## config.mk

```make
export PLATFORM = sky130hd
export DESIGN_NAME = tope_timer
export DESIGN_NICKNAME = d
export VERILOG_FILES = /design/src/rtl/tope_sync.v /design/src/rtl/tope_timer.v
export VERILOG_INCLUDE_DIRS = /design/src /design/src/rtl
export SDC_FILE = /design/constraint.sdc
export NUM_CORES = 1
export LEC_CHECK = 0
export ABC_AREA = 1
export BUFFER_PORTS_ARGS = -buffer_cell sky130_fd_sc_hd__buf_2
export CORE_ASPECT_RATIO = 0.9
export CORE_MARGIN = 2
export CORE_UTILIZATION = 54
export CTS_CLUSTER_SIZE = 24
export DETAILED_ROUTE_END_ITERATION = 8
export HOLD_SLACK_MARGIN = 0.02
export PLACE_DENSITY = 0.77
export RECOVER_POWER = 25
export SYNTH_ARGS = -nofsm -noshare
export SYNTH_HDL_FRONTEND = slang
export SYNTH_SLANG_ARGS = --single-unit
```

## constraint.sdc

```tcl
create_clock -name pclk -period 1.9 [get_ports pclk]
set_input_delay 0.285 -clock pclk [delete_from_list [all_inputs] [get_ports pclk]]
set_output_delay 0.285 -clock pclk [all_outputs]
set_load 0.03 [all_outputs]
```

## src/rtl/tope_defs.vh

```
`ifndef TOPE_DEFS_VH
`define TOPE_DEFS_VH
// ==================================================
// Register byte offsets (APB, one word each)
`define TOPE_OFS_CTRL 8'h00
`define TOPE_OFS_SLAVE 8'h04
`define TOPE_OFS_CHAN 8'h08
`define TOPE_OFS_COUNT 8'h0C
`define TOPE_OFS_CMP1 8'h10
`define TOPE_OFS_RELOAD 8'h14
`define TOPE_OFS_EVENT 8'h18
`define TOPE_OFS_STATUS 8'h1C
// ==================================================
// Control register fields
`define TOPE_CTRL_RUN 0
`define TOPE_CTRL_SPM 3
`define TOPE_CTRL_DIR 4
`define TOPE_CTRL_CMS_LO 5
`define TOPE_CTRL_CMS_HI 6
`define TOPE_CTRL_RLPE 7
// Slave register fields
`define TOPE_SMS_LO 0
`define TOPE_SMS_HI 2
`define TOPE_TS_LO 4
`define TOPE_TS_HI 6
// Channel and event register fields
`define TOPE_CH1_SEL_LO 0
`define TOPE_CH1_SEL_HI 1
`define TOPE_CH1_FE 2
`define TOPE_CH1_PE 3
`define TOPE_CH1_OM_LO 4
`define TOPE_CH1_OM_HI 6
`define TOPE_CH2_SEL_LO 8
`define TOPE_CH2_SEL_HI 9
`define TOPE_CH1_POL 12
`define TOPE_CH2_POL 13
`define TOPE_EVT_UG 0
// ==================================================
// Codes
`define TOPE_SMS_OFF 3'h0
`define TOPE_SMS_ENC2 3'h1
`define TOPE_SMS_ENC1 3'h2
`define TOPE_SMS_ENC12 3'h3
`define TOPE_SMS_TRIG 3'h6
`define TOPE_TS_CH2F 3'h6
`define TOPE_SEL_PIN 2'h1
`define TOPE_OM_PWM1 3'h6
`define TOPE_OM_PWM2 3'h7
// ==================================================
// Reset values and sync depth
`define TOPE_CTRL_RST 8'h00
`define TOPE_SLAVE_RST 8'h00
`define TOPE_CHAN_RST 16'h0000
`define TOPE_RELOAD_RST 16'hFFFF
`define TOPE_SYNC_STAGES 2
`endif

```

## src/rtl/tope_sync.v

```verilog
`timescale 1ns/100ps
`default_nettype none
// ==================================================
// Two-stage synchroniser for one pin input
module tope_sync (
    input wire pclk,
    input wire presetn,
    input wire pin_in,
    output wire pin_sync
);
    reg meta_r; // First stage, read only by second stage
    reg sync_r; // Second stage, safe to use
    // Shift the pin through two flops
    always @(posedge pclk or negedge presetn) begin
        if (!presetn) begin
            meta_r <= 1'b0;
            sync_r <= 1'b0;
        end else begin
            meta_r <= pin_in;
            sync_r <= meta_r;
        end
    end
    assign pin_sync = sync_r;
endmodule
`default_nettype wire

```

## src/rtl/tope_timer.v

```verilog
`timescale 1ns/100ps
`default_nettype none
`include "tope_defs.vh"
// ==================================================
// One-pulse and encoder timer, APB slave
module tope_timer (
    input wire pclk,
    input wire presetn,
    input wire psel,
    input wire penable,
    input wire pwrite,
    input wire [7:0] paddr,
    input wire [31:0] pwdata,
    output reg [31:0] prdata,
    output reg pready,
    output reg pslverr,
    input wire chan1_pin_input,
    input wire chan2_pin_input,
    output reg channel_output_pin,
    output reg counter_run_out
);
    // ==================================================
    // Configuration registers
    reg [7:0] ctrl_r; // Run, single pulse, dir, center, reload preload
    reg [7:0] slave_r; // Slave mode and trigger source
    reg [15:0] chan_r; // Channel selects, fast, preload, mode, polarity
    reg [15:0] count_r; // Counter
    reg [15:0] cmp_buf_r; // Compare value as written
    reg [15:0] cmp_act_r; // Compare value in use
    reg [15:0] rld_buf_r; // Reload value as written
    reg [15:0] rld_act_r; // Reload value in use
    reg ref_r; // Reference output
    reg prev1_r; // Last polarity-adjusted chan1
    reg prev2_r; // Last polarity-adjusted chan2
    reg upd_seen_r; // Sticky update flag for status
    reg fast_r; // Fast-path level held until the compare catches up

    wire run_bit = ctrl_r[`TOPE_CTRL_RUN];
    wire spm_bit = ctrl_r[`TOPE_CTRL_SPM];
    wire dir_bit = ctrl_r[`TOPE_CTRL_DIR];
    wire [2:0] slave_mode_select = slave_r[`TOPE_SMS_HI:`TOPE_SMS_LO];
    wire [2:0] tss = slave_r[`TOPE_TS_HI:`TOPE_TS_LO];
    wire [2:0] om1 = chan_r[`TOPE_CH1_OM_HI:`TOPE_CH1_OM_LO];
    wire fe1 = chan_r[`TOPE_CH1_FE];
    wire [1:0] sel2 = chan_r[`TOPE_CH2_SEL_HI:`TOPE_CH2_SEL_LO];

    // ==================================================
    // Pin resynchronisation
    wire ch1_s;
    wire ch2_s;
    tope_sync u_sync1 (
        .pclk(pclk),
        .presetn(presetn),
        .pin_in(chan1_pin_input),
        .pin_sync(ch1_s)
    );
    tope_sync u_sync2 (
        .pclk(pclk),
        .presetn(presetn),
        .pin_in(chan2_pin_input),
        .pin_sync(ch2_s)
    );

    // Polarity selection ahead of edge evaluation
    wire chan1_filtered_input = ch1_s ^ chan_r[`TOPE_CH1_POL];
    wire chan2_filtered_input = ch2_s ^ chan_r[`TOPE_CH2_POL];
    wire t1_edge = chan1_filtered_input ^ prev1_r;
    wire t2_edge = chan2_filtered_input ^ prev2_r;

    // ==================================================
    // Trigger path: chan2 filtered input as rising-edge trigger
    wire ch2_routed = (sel2 == `TOPE_SEL_PIN);
    wire trigger_input = (tss == `TOPE_TS_CH2F) && ch2_routed
        && t2_edge && chan2_filtered_input;
    wire trig_start = (slave_mode_select == `TOPE_SMS_TRIG) && trigger_input;

    // ==================================================
    // Encoder decode, direction from the opposite level
    wire enc_mode = (slave_mode_select == `TOPE_SMS_ENC1) || (slave_mode_select == `TOPE_SMS_ENC2)
        || (slave_mode_select == `TOPE_SMS_ENC12);
    wire use1 = (slave_mode_select == `TOPE_SMS_ENC1) || (slave_mode_select == `TOPE_SMS_ENC12);
    wire use2 = (slave_mode_select == `TOPE_SMS_ENC2) || (slave_mode_select == `TOPE_SMS_ENC12);
    // Chan1 edge: down when new level equals opposite level
    wire dn1 = ~(chan1_filtered_input ^ chan2_filtered_input);
    // Chan2 edge: down when new level differs from opposite level
    wire dn2 = chan1_filtered_input ^ chan2_filtered_input;
    reg enc_step;
    reg enc_dir;
    // Work out step and direction for this cycle
    always @* begin
        enc_step = 1'b0;
        enc_dir = dir_bit;
        if (enc_mode) begin
            // Direction follows any input transition
            if (t1_edge) begin
                enc_dir = dn1;
            end else if (t2_edge) begin
                enc_dir = dn2;
            end
            // Only selected channels produce count pulses
            enc_step = (t1_edge && use1) || (t2_edge && use2);
        end
    end

    // ==================================================
    // Counter next value and update event
    wire counting = run_bit && (!enc_mode || enc_step);
    wire cnt_dir = enc_mode ? enc_dir : dir_bit;
    wire at_top = (count_r == rld_act_r);
    wire at_bot = (count_r == 16'h0000);
    reg [15:0] count_nxt;
    reg ovf;
    // Step the counter, wrapping between 0 and reload
    always @* begin
        count_nxt = count_r;
        ovf = 1'b0;
        if (counting) begin
            if (!cnt_dir) begin
                if (at_top) begin
                    count_nxt = 16'h0000;
                    ovf = 1'b1;
                end else begin
                    count_nxt = count_r + 16'h0001;
                end
            end else begin
                if (at_bot) begin
                    count_nxt = rld_act_r;
                    ovf = 1'b1;
                end else begin
                    count_nxt = count_r - 16'h0001;
                end
            end
        end
    end

    // ==================================================
    // APB decode, zero wait states
    wire acc = psel && penable;
    wire wr = acc && pwrite;
    wire ug = wr && (paddr == `TOPE_OFS_EVENT) && pwdata[`TOPE_EVT_UG];
    wire wr_cnt = wr && (paddr == `TOPE_OFS_COUNT);
    wire upd = ovf || ug; // Update event
    wire pwm_mode = (om1 == `TOPE_OM_PWM1) || (om1 == `TOPE_OM_PWM2);
    wire known = (paddr == `TOPE_OFS_CTRL) || (paddr == `TOPE_OFS_SLAVE)
        || (paddr == `TOPE_OFS_CHAN) || (paddr == `TOPE_OFS_COUNT)
        || (paddr == `TOPE_OFS_CMP1) || (paddr == `TOPE_OFS_RELOAD)
        || (paddr == `TOPE_OFS_EVENT) || (paddr == `TOPE_OFS_STATUS);

    // Control register: software writes, trigger sets run, update clears it in single-pulse mode
    always @(posedge pclk or negedge presetn) begin
        if (!presetn) begin
            ctrl_r <= `TOPE_CTRL_RST;
        end else begin
            if (wr && paddr == `TOPE_OFS_CTRL) begin
                ctrl_r <= pwdata[7:0];
            end else begin
                if (enc_mode && enc_step) begin
                    ctrl_r[`TOPE_CTRL_DIR] <= enc_dir;
                end else if (enc_mode && t1_edge | t2_edge) begin
                    ctrl_r[`TOPE_CTRL_DIR] <= enc_dir;
                end
                // Hardware start wins if it meets a stop in the same cycle
                if (trig_start) begin
                    ctrl_r[`TOPE_CTRL_RUN] <= 1'b1;
                end else if (spm_bit && upd && run_bit) begin
                    ctrl_r[`TOPE_CTRL_RUN] <= 1'b0;
                end
            end
        end
    end

    // Slave and channel configuration
    always @(posedge pclk or negedge presetn) begin
        if (!presetn) begin
            slave_r <= `TOPE_SLAVE_RST;
            chan_r <= `TOPE_CHAN_RST;
        end else begin
            if (wr && paddr == `TOPE_OFS_SLAVE) begin
                slave_r <= pwdata[7:0];
            end
            if (wr && paddr == `TOPE_OFS_CHAN) begin
                chan_r <= pwdata[15:0];
            end
        end
    end

    // Compare and reload with optional preload, copied on update
    always @(posedge pclk or negedge presetn) begin
        if (!presetn) begin
            cmp_buf_r <= 16'h0000;
            cmp_act_r <= 16'h0000;
            rld_buf_r <= `TOPE_RELOAD_RST;
            rld_act_r <= `TOPE_RELOAD_RST;
        end else begin
            if (wr && paddr == `TOPE_OFS_CMP1) begin
                cmp_buf_r <= pwdata[15:0];
                if (!chan_r[`TOPE_CH1_PE]) begin
                    cmp_act_r <= pwdata[15:0];
                end
            end else if (upd) begin
                cmp_act_r <= cmp_buf_r;
            end
            if (wr && paddr == `TOPE_OFS_RELOAD) begin
                rld_buf_r <= pwdata[15:0];
                if (!ctrl_r[`TOPE_CTRL_RLPE]) begin
                    rld_act_r <= pwdata[15:0];
                end
            end else if (upd) begin
                rld_act_r <= rld_buf_r;
            end
        end
    end

    // Counter: software write, forced update, or counting step
    always @(posedge pclk or negedge presetn) begin
        if (!presetn) begin
            count_r <= 16'h0000;
        end else if (wr_cnt) begin
            count_r <= pwdata[15:0];
        end else if (ug) begin
            // Forced update restarts from the bottom for up-counting
            count_r <= dir_bit ? rld_act_r : 16'h0000;
        end else begin
            count_r <= count_nxt;
        end
    end

    // Edge history of the polarity-adjusted inputs
    always @(posedge pclk or negedge presetn) begin
        if (!presetn) begin
            prev1_r <= 1'b0;
            prev2_r <= 1'b0;
        end else begin
            prev1_r <= chan1_filtered_input;
            prev2_r <= chan2_filtered_input;
        end
    end

    // ==================================================
    // Reference output: PWM compare, fast path on trigger
    // Mode 1 active while below compare, mode 2 the opposite except at reload, so
    // mode 2 rises at match and falls as the counter reaches reload.
    wire below = (count_r < cmp_act_r);
    // Mode 2 drops as the counter reaches reload, so the pulse lasts
    // reload minus compare ticks
    wire pwm2_lvl = !below && !at_top;
    reg ref_nxt;
    // Choose the reference level
    always @* begin
        case (om1)
            `TOPE_OM_PWM1: ref_nxt = below;
            `TOPE_OM_PWM2: ref_nxt = pwm2_lvl;
            default: ref_nxt = ref_r;
        endcase
        if (!run_bit && spm_bit && !trig_start) begin
            // Stopped single pulse keeps the PWM level of the held counter
            ref_nxt = (om1 == `TOPE_OM_PWM1) ? below : pwm2_lvl;
            if (!pwm_mode) begin
                ref_nxt = ref_r;
            end
        end
        if (fast_r && below && run_bit && pwm_mode) begin
            // Keep the forced level until the real match agrees with it
            ref_nxt = (om1 == `TOPE_OM_PWM2);
        end
        if (trig_start && fe1 && pwm_mode) begin
            // Skip the compare latency: match level right away
            ref_nxt = (om1 == `TOPE_OM_PWM2);
        end
    end

    always @(posedge pclk or negedge presetn) begin
        if (!presetn) begin
            ref_r <= 1'b0;
        end else begin
            ref_r <= ref_nxt;
        end
    end

    // Fast-path hold: set by the trigger, dropped once compare is reached
    always @(posedge pclk or negedge presetn) begin
        if (!presetn) begin
            fast_r <= 1'b0;
        end else if (trig_start && fe1 && pwm_mode) begin
            fast_r <= 1'b1;
        end else if (!below || !run_bit) begin
            fast_r <= 1'b0;
        end
    end

    // ==================================================
    // Registered outputs
    always @(posedge pclk or negedge presetn) begin
        if (!presetn) begin
            channel_output_pin <= 1'b0;
            counter_run_out <= 1'b0;
            upd_seen_r <= 1'b0;
        end else begin
            channel_output_pin <= ref_nxt;
            counter_run_out <= run_bit;
            // Set wins over a status clear write in the same cycle
            if (upd) begin
                upd_seen_r <= 1'b1;
            end else if (wr && paddr == `TOPE_OFS_STATUS && pwdata[0]) begin
                upd_seen_r <= 1'b0;
            end
        end
    end

    // ==================================================
    // APB answer: ready in the access cycle, error on unmapped
    reg [31:0] rd_mux;
    always @* begin
        case (paddr)
            `TOPE_OFS_CTRL: rd_mux = {24'h000000, ctrl_r};
            `TOPE_OFS_SLAVE: rd_mux = {24'h000000, slave_r};
            `TOPE_OFS_CHAN: rd_mux = {16'h0000, chan_r};
            `TOPE_OFS_COUNT: rd_mux = {16'h0000, count_r};
            `TOPE_OFS_CMP1: rd_mux = {16'h0000, cmp_buf_r};
            `TOPE_OFS_RELOAD: rd_mux = {16'h0000, rld_buf_r};
            `TOPE_OFS_STATUS: rd_mux = {29'h0000000, ref_r, run_bit, upd_seen_r};
            default: rd_mux = 32'h00000000;
        endcase
    end

    // Ready is registered: it goes high in the setup cycle's successor
    always @(posedge pclk or negedge presetn) begin
        if (!presetn) begin
            pready <= 1'b0;
            pslverr <= 1'b0;
            prdata <= 32'h00000000;
        end else begin
            pready <= psel && !penable;
            pslverr <= psel && !penable && !known;
            prdata <= (psel && !penable && !pwrite) ? rd_mux : 32'h00000000;
        end
    end
endmodule
`default_nettype wire

```

==> impl_metrics.py <==
metrics = {
    "outcome": {
        "violations": "negative setup slack",
        "status": "complete, but fails checks",
    },
    "critical_path": {
        "cp-end-kind": "flop",
        "critical-path-slowest-cell": "dfstp_2",
        "reg2reg_slack_ps": -190,
        "slowest_delay_ps": 530,
        "worstPathRequired_ps": 2220,
        "path_max_fanout": 5,
        "r2r_start": "rld_act_r[7]",
        "cp.arrival_ps": 2420,
        "cp_cell_sequence": "inv_1 > nand2_1 > nand4_1 > nor2_2 > nand4_4 > nand2_4 > nand3_4 > nand2_8 > nand2_8 > buf_4 > nand3_1 > nand2_2",
        "worstSetupPathType": "reg2reg",
        "crit_top_cell": "nand2_8",
        "startpoint_type": "flop",
        "critPathBufInv": 2,
        "worst-r2r-cell-count": 12,
        "reg2reg_to": "cmp_act_r[5]",
        "path_delay_family": "simple AND/OR/NAND/NOR gates",
    },
    "power_and_ir_drop": {
        "power_density_nw_per_um2": 1020,
        "p_leak_nw": 5.80,
        "combPwrFrac_pct": 44.7,
        "switching_share_pct": 38.1,
        "seqPwrFrac_pct": 29.2,
        "p_int_w": 0.00730,
        "p_clk_share_pct": 26.1,
        "peakVddDrop_uv": 756,
        "switchingPower_w": 0.00450,
        "power_w": 0.0118,
    },
    "logic_synthesis": {
        "synth_top_family_by_area": "simple AND/OR/NAND/NOR gates",
        "synthMuxAreaShare_pct": 0,
        "syn-instance-count": 1116,
        "syn-cell-area_um2": 8420,
        "async_flop_share_pct": 100,
        "synth_top_area_share_pct": 32.1,
        "synthXorXnorAreaFrac_pct": 2.81,
        "syn_area_per_cell_um2": 7.54,
        "synth_fa_ha_area_share_pct": 2.68,
        "synth-simple-area-share_pct": 29.3,
        "synth_enable_flop_cells": 0,
        "synth_compound_area_share_pct": 12.7,
        "yosysWarnings": 0,
        "synth_ff_type": "dfrtp_1",
        "synth_top_cells_by_area": "dfrtp_1 (32%), nand2_1 (15%), dfstp_2 (10%)",
        "netlist.top_cell.by_area": "dfrtp_1",
        "yosysSeqAreaShare_pct": 42.1,
        "yosys_register_bits": 140,
        "synth_cell_types": 51,
    },
    "detailed_routing": {
        "wire_per_inst_um": 19.1,
        "first_pass_iters": 8,
        "first_iter_violations": 1094,
        "remaining_drc_errors": 0,
        "viasPerCell": 5.77,
        "routed_wl_um": 29900,
        "antenna_left": 0,
        "via_count": 9056,
    },
    "timing": {
        "period_share_pct": 110,
        "grt_setup_unrepaired": "true",
        "clock-skew-final_ps": 7.15,
        "slew_headroom_pct": 23.1,
        "setup_viol": 50,
        "max_freq_mhz": 477,
        "timing.final.ws_setup_ps": -194,
        "tightest_slew_ps": 1150,
        "holdWs_ps": 49.0,
        "fin_crit_ps": 2090,
        "drv_slew": 0,
        "finalHoldViolCount": 0,
    },
    "final_layout": {
        "syn_to_final_growth_pct": 37.3,
        "drive_above_1_share_pct": 37.4,
        "fin_nets": 1420,
        "num_antenna_cells": 0,
        "final_util_pct": 75.3,
        "final_cell_mix": "nand2_1 (290), buf_4 (179), inv_1 (106)",
        "final_common_cell": "nand2_1",
        "final_cell_count_no_fill": 1570,
    },
    "hold_path": {
        "hp-class": "in2reg",
        "whs_path_depth": 2,
        "hold_start": "penable",
        "hold_path_end": "pready",
    },
    "clock_network": {
        "ctsRootBufferMaster": "clkbuf_16",
        "clock_tree.buffer_depth": 2,
        "cts.clk_slew.worst_paths_ps": 60,
        "clock-sinks": 140,
        "cts_made_buffers": 17,
        "cts_tree": "yes",
        "insertion_delay_ps": 430,
        "cts-htree-levels": 4,
    },
    "die": {
        "io_pins": 83,
        "row_count": 43,
        "die_h_um": 122,
        "core_area_um2": 15300,
        "die_area_um2": 16600,
        "start_util_pct": 54.9,
        "die_width_um": 136,
    },
    "global_route": {
        "grt_pass1_wl_um": 42800,
        "overflow": 0,
        "grt_start_max_net_pins": 57,
        "antenna_found_initial": 1,
        "grt_pass1_vias": 8159,
        "grt_usage_pct": 34.0,
    },
    "placement": {
        "dp.cells": 1504,
        "port_buffers": 50,
        "hpwl_um": 20300,
        "gp_congestion": 0.964,
    },
    "flow_run": {
        "max_cap_violations": 0,
    },
}
worst max path at each step:
| stage | to | slack (ps) | cells after the start | start |
|---|---|---|---|---|
| after floorplan | count_r[10] | 70 | 15 | count_r[1] |
| after global placement | channel_output_pin | -110 | 12 | count_r[11] |
| after detailed placement | channel_output_pin | -150 | 14 | count_r[11] |
| after CTS | cmp_act_r[10] | -70 | 14 | chan_r[12] |
| after global routing | cmp_act_r[0] | -240 | 15 | chan_r[12] |
| final | cmp_act_r[5] | -190 | 12 | rld_act_r[7] |
registers in the layout, summed over array words and instances, names as in the netlist, 8 cells and up:
name and count:
chan_r 16, cmp_act_r 16, cmp_buf_r 16, count_r 16
ctrl_r 8, prdata 16, rld_act_r 16, rld_buf_r 16
slave_r 8
cells by family (layout without fill, tap and decap cells):
kind of cell,after synthesis,after routing
AND/OR/NAND/NOR,547,552
buffers and inverters,193,425
AO/OA/AOI/OAI,190,190
flip-flops,140,140
XOR/XNOR,27,27
adder cells (fa/ha/maj),18,18
other,1,16
synthesized netlist by cell type (all sizes together), types with 4 or more instances:
cell and n:
nand2 371, o21ai 124, dfstp 32, ha 18, nand3 76, o211ai 4, nor3 14, nand4 13
xor2 24, dfrtp 108, nor2 64, a21oi 29, buf 41, o22ai 6, inv 134, a221oi 13
clkbuf 16
power by group through the flow:
| stage | logic (W) | registers, W | clock network [W] |
|---|---|---|---|
| after floorplan | 0.00240 | 0.00340 | 0 |
| after global placement | 0.00404 | 0.00344 | 0 |
| after detailed placement | 0.00416 | 0.00345 | 0 |
| after CTS | 0.00454 | 0.00342 | 0.00304 |
| after global routing | 0.00568 | 0.00347 | 0.00320 |
| final | 0.00528 | 0.00344 | 0.00308 |
per-layer routing:
metal,up-vias,track usage [%],part of all wire (%)
met5,-,0,0.037
met4,2,13.5,5.6
met3,155,8.01,11
met2,603,51.9,45
met1,4242,47.0,39
li1,4054,-,-
timing repair:
action / 4_1_cts / 5_1_grt
hold buffers: 3 / 0
pin swaps: 28 / 36
endpoints found under the hold margin: 31 / 0
setup buffers: 11 / 14
setup endpoints to repair: 49 / 50
cloned: 2 / 4
gates resized for setup: 62 / 128
through the flow:
step / setup slack (ps) / cell area, um^2 / setup TNS, ps
2_1_floorplan: 68.9 / 8470 / 0
3_3_place_gp: -113 / 10100 / -2740
3_5_place_dp: -151 / 10100 / -4880
4_1_cts: -71.6 / 10900 / -1630
5_1_grt: -241 / 11600 / -8930
6_report: -194 / 11600 / -5270
final cells by class:
type	instances	area (um^2)
multi-input cells	803	4700
fillers	1045	3780
flip-flops and latches	140	3550
repair buffers	257	1990
inverters	136	510
clock buffers	22	474
well taps	202	253
clock inverters	10	67.6
(Power assumes the default switching activity.)
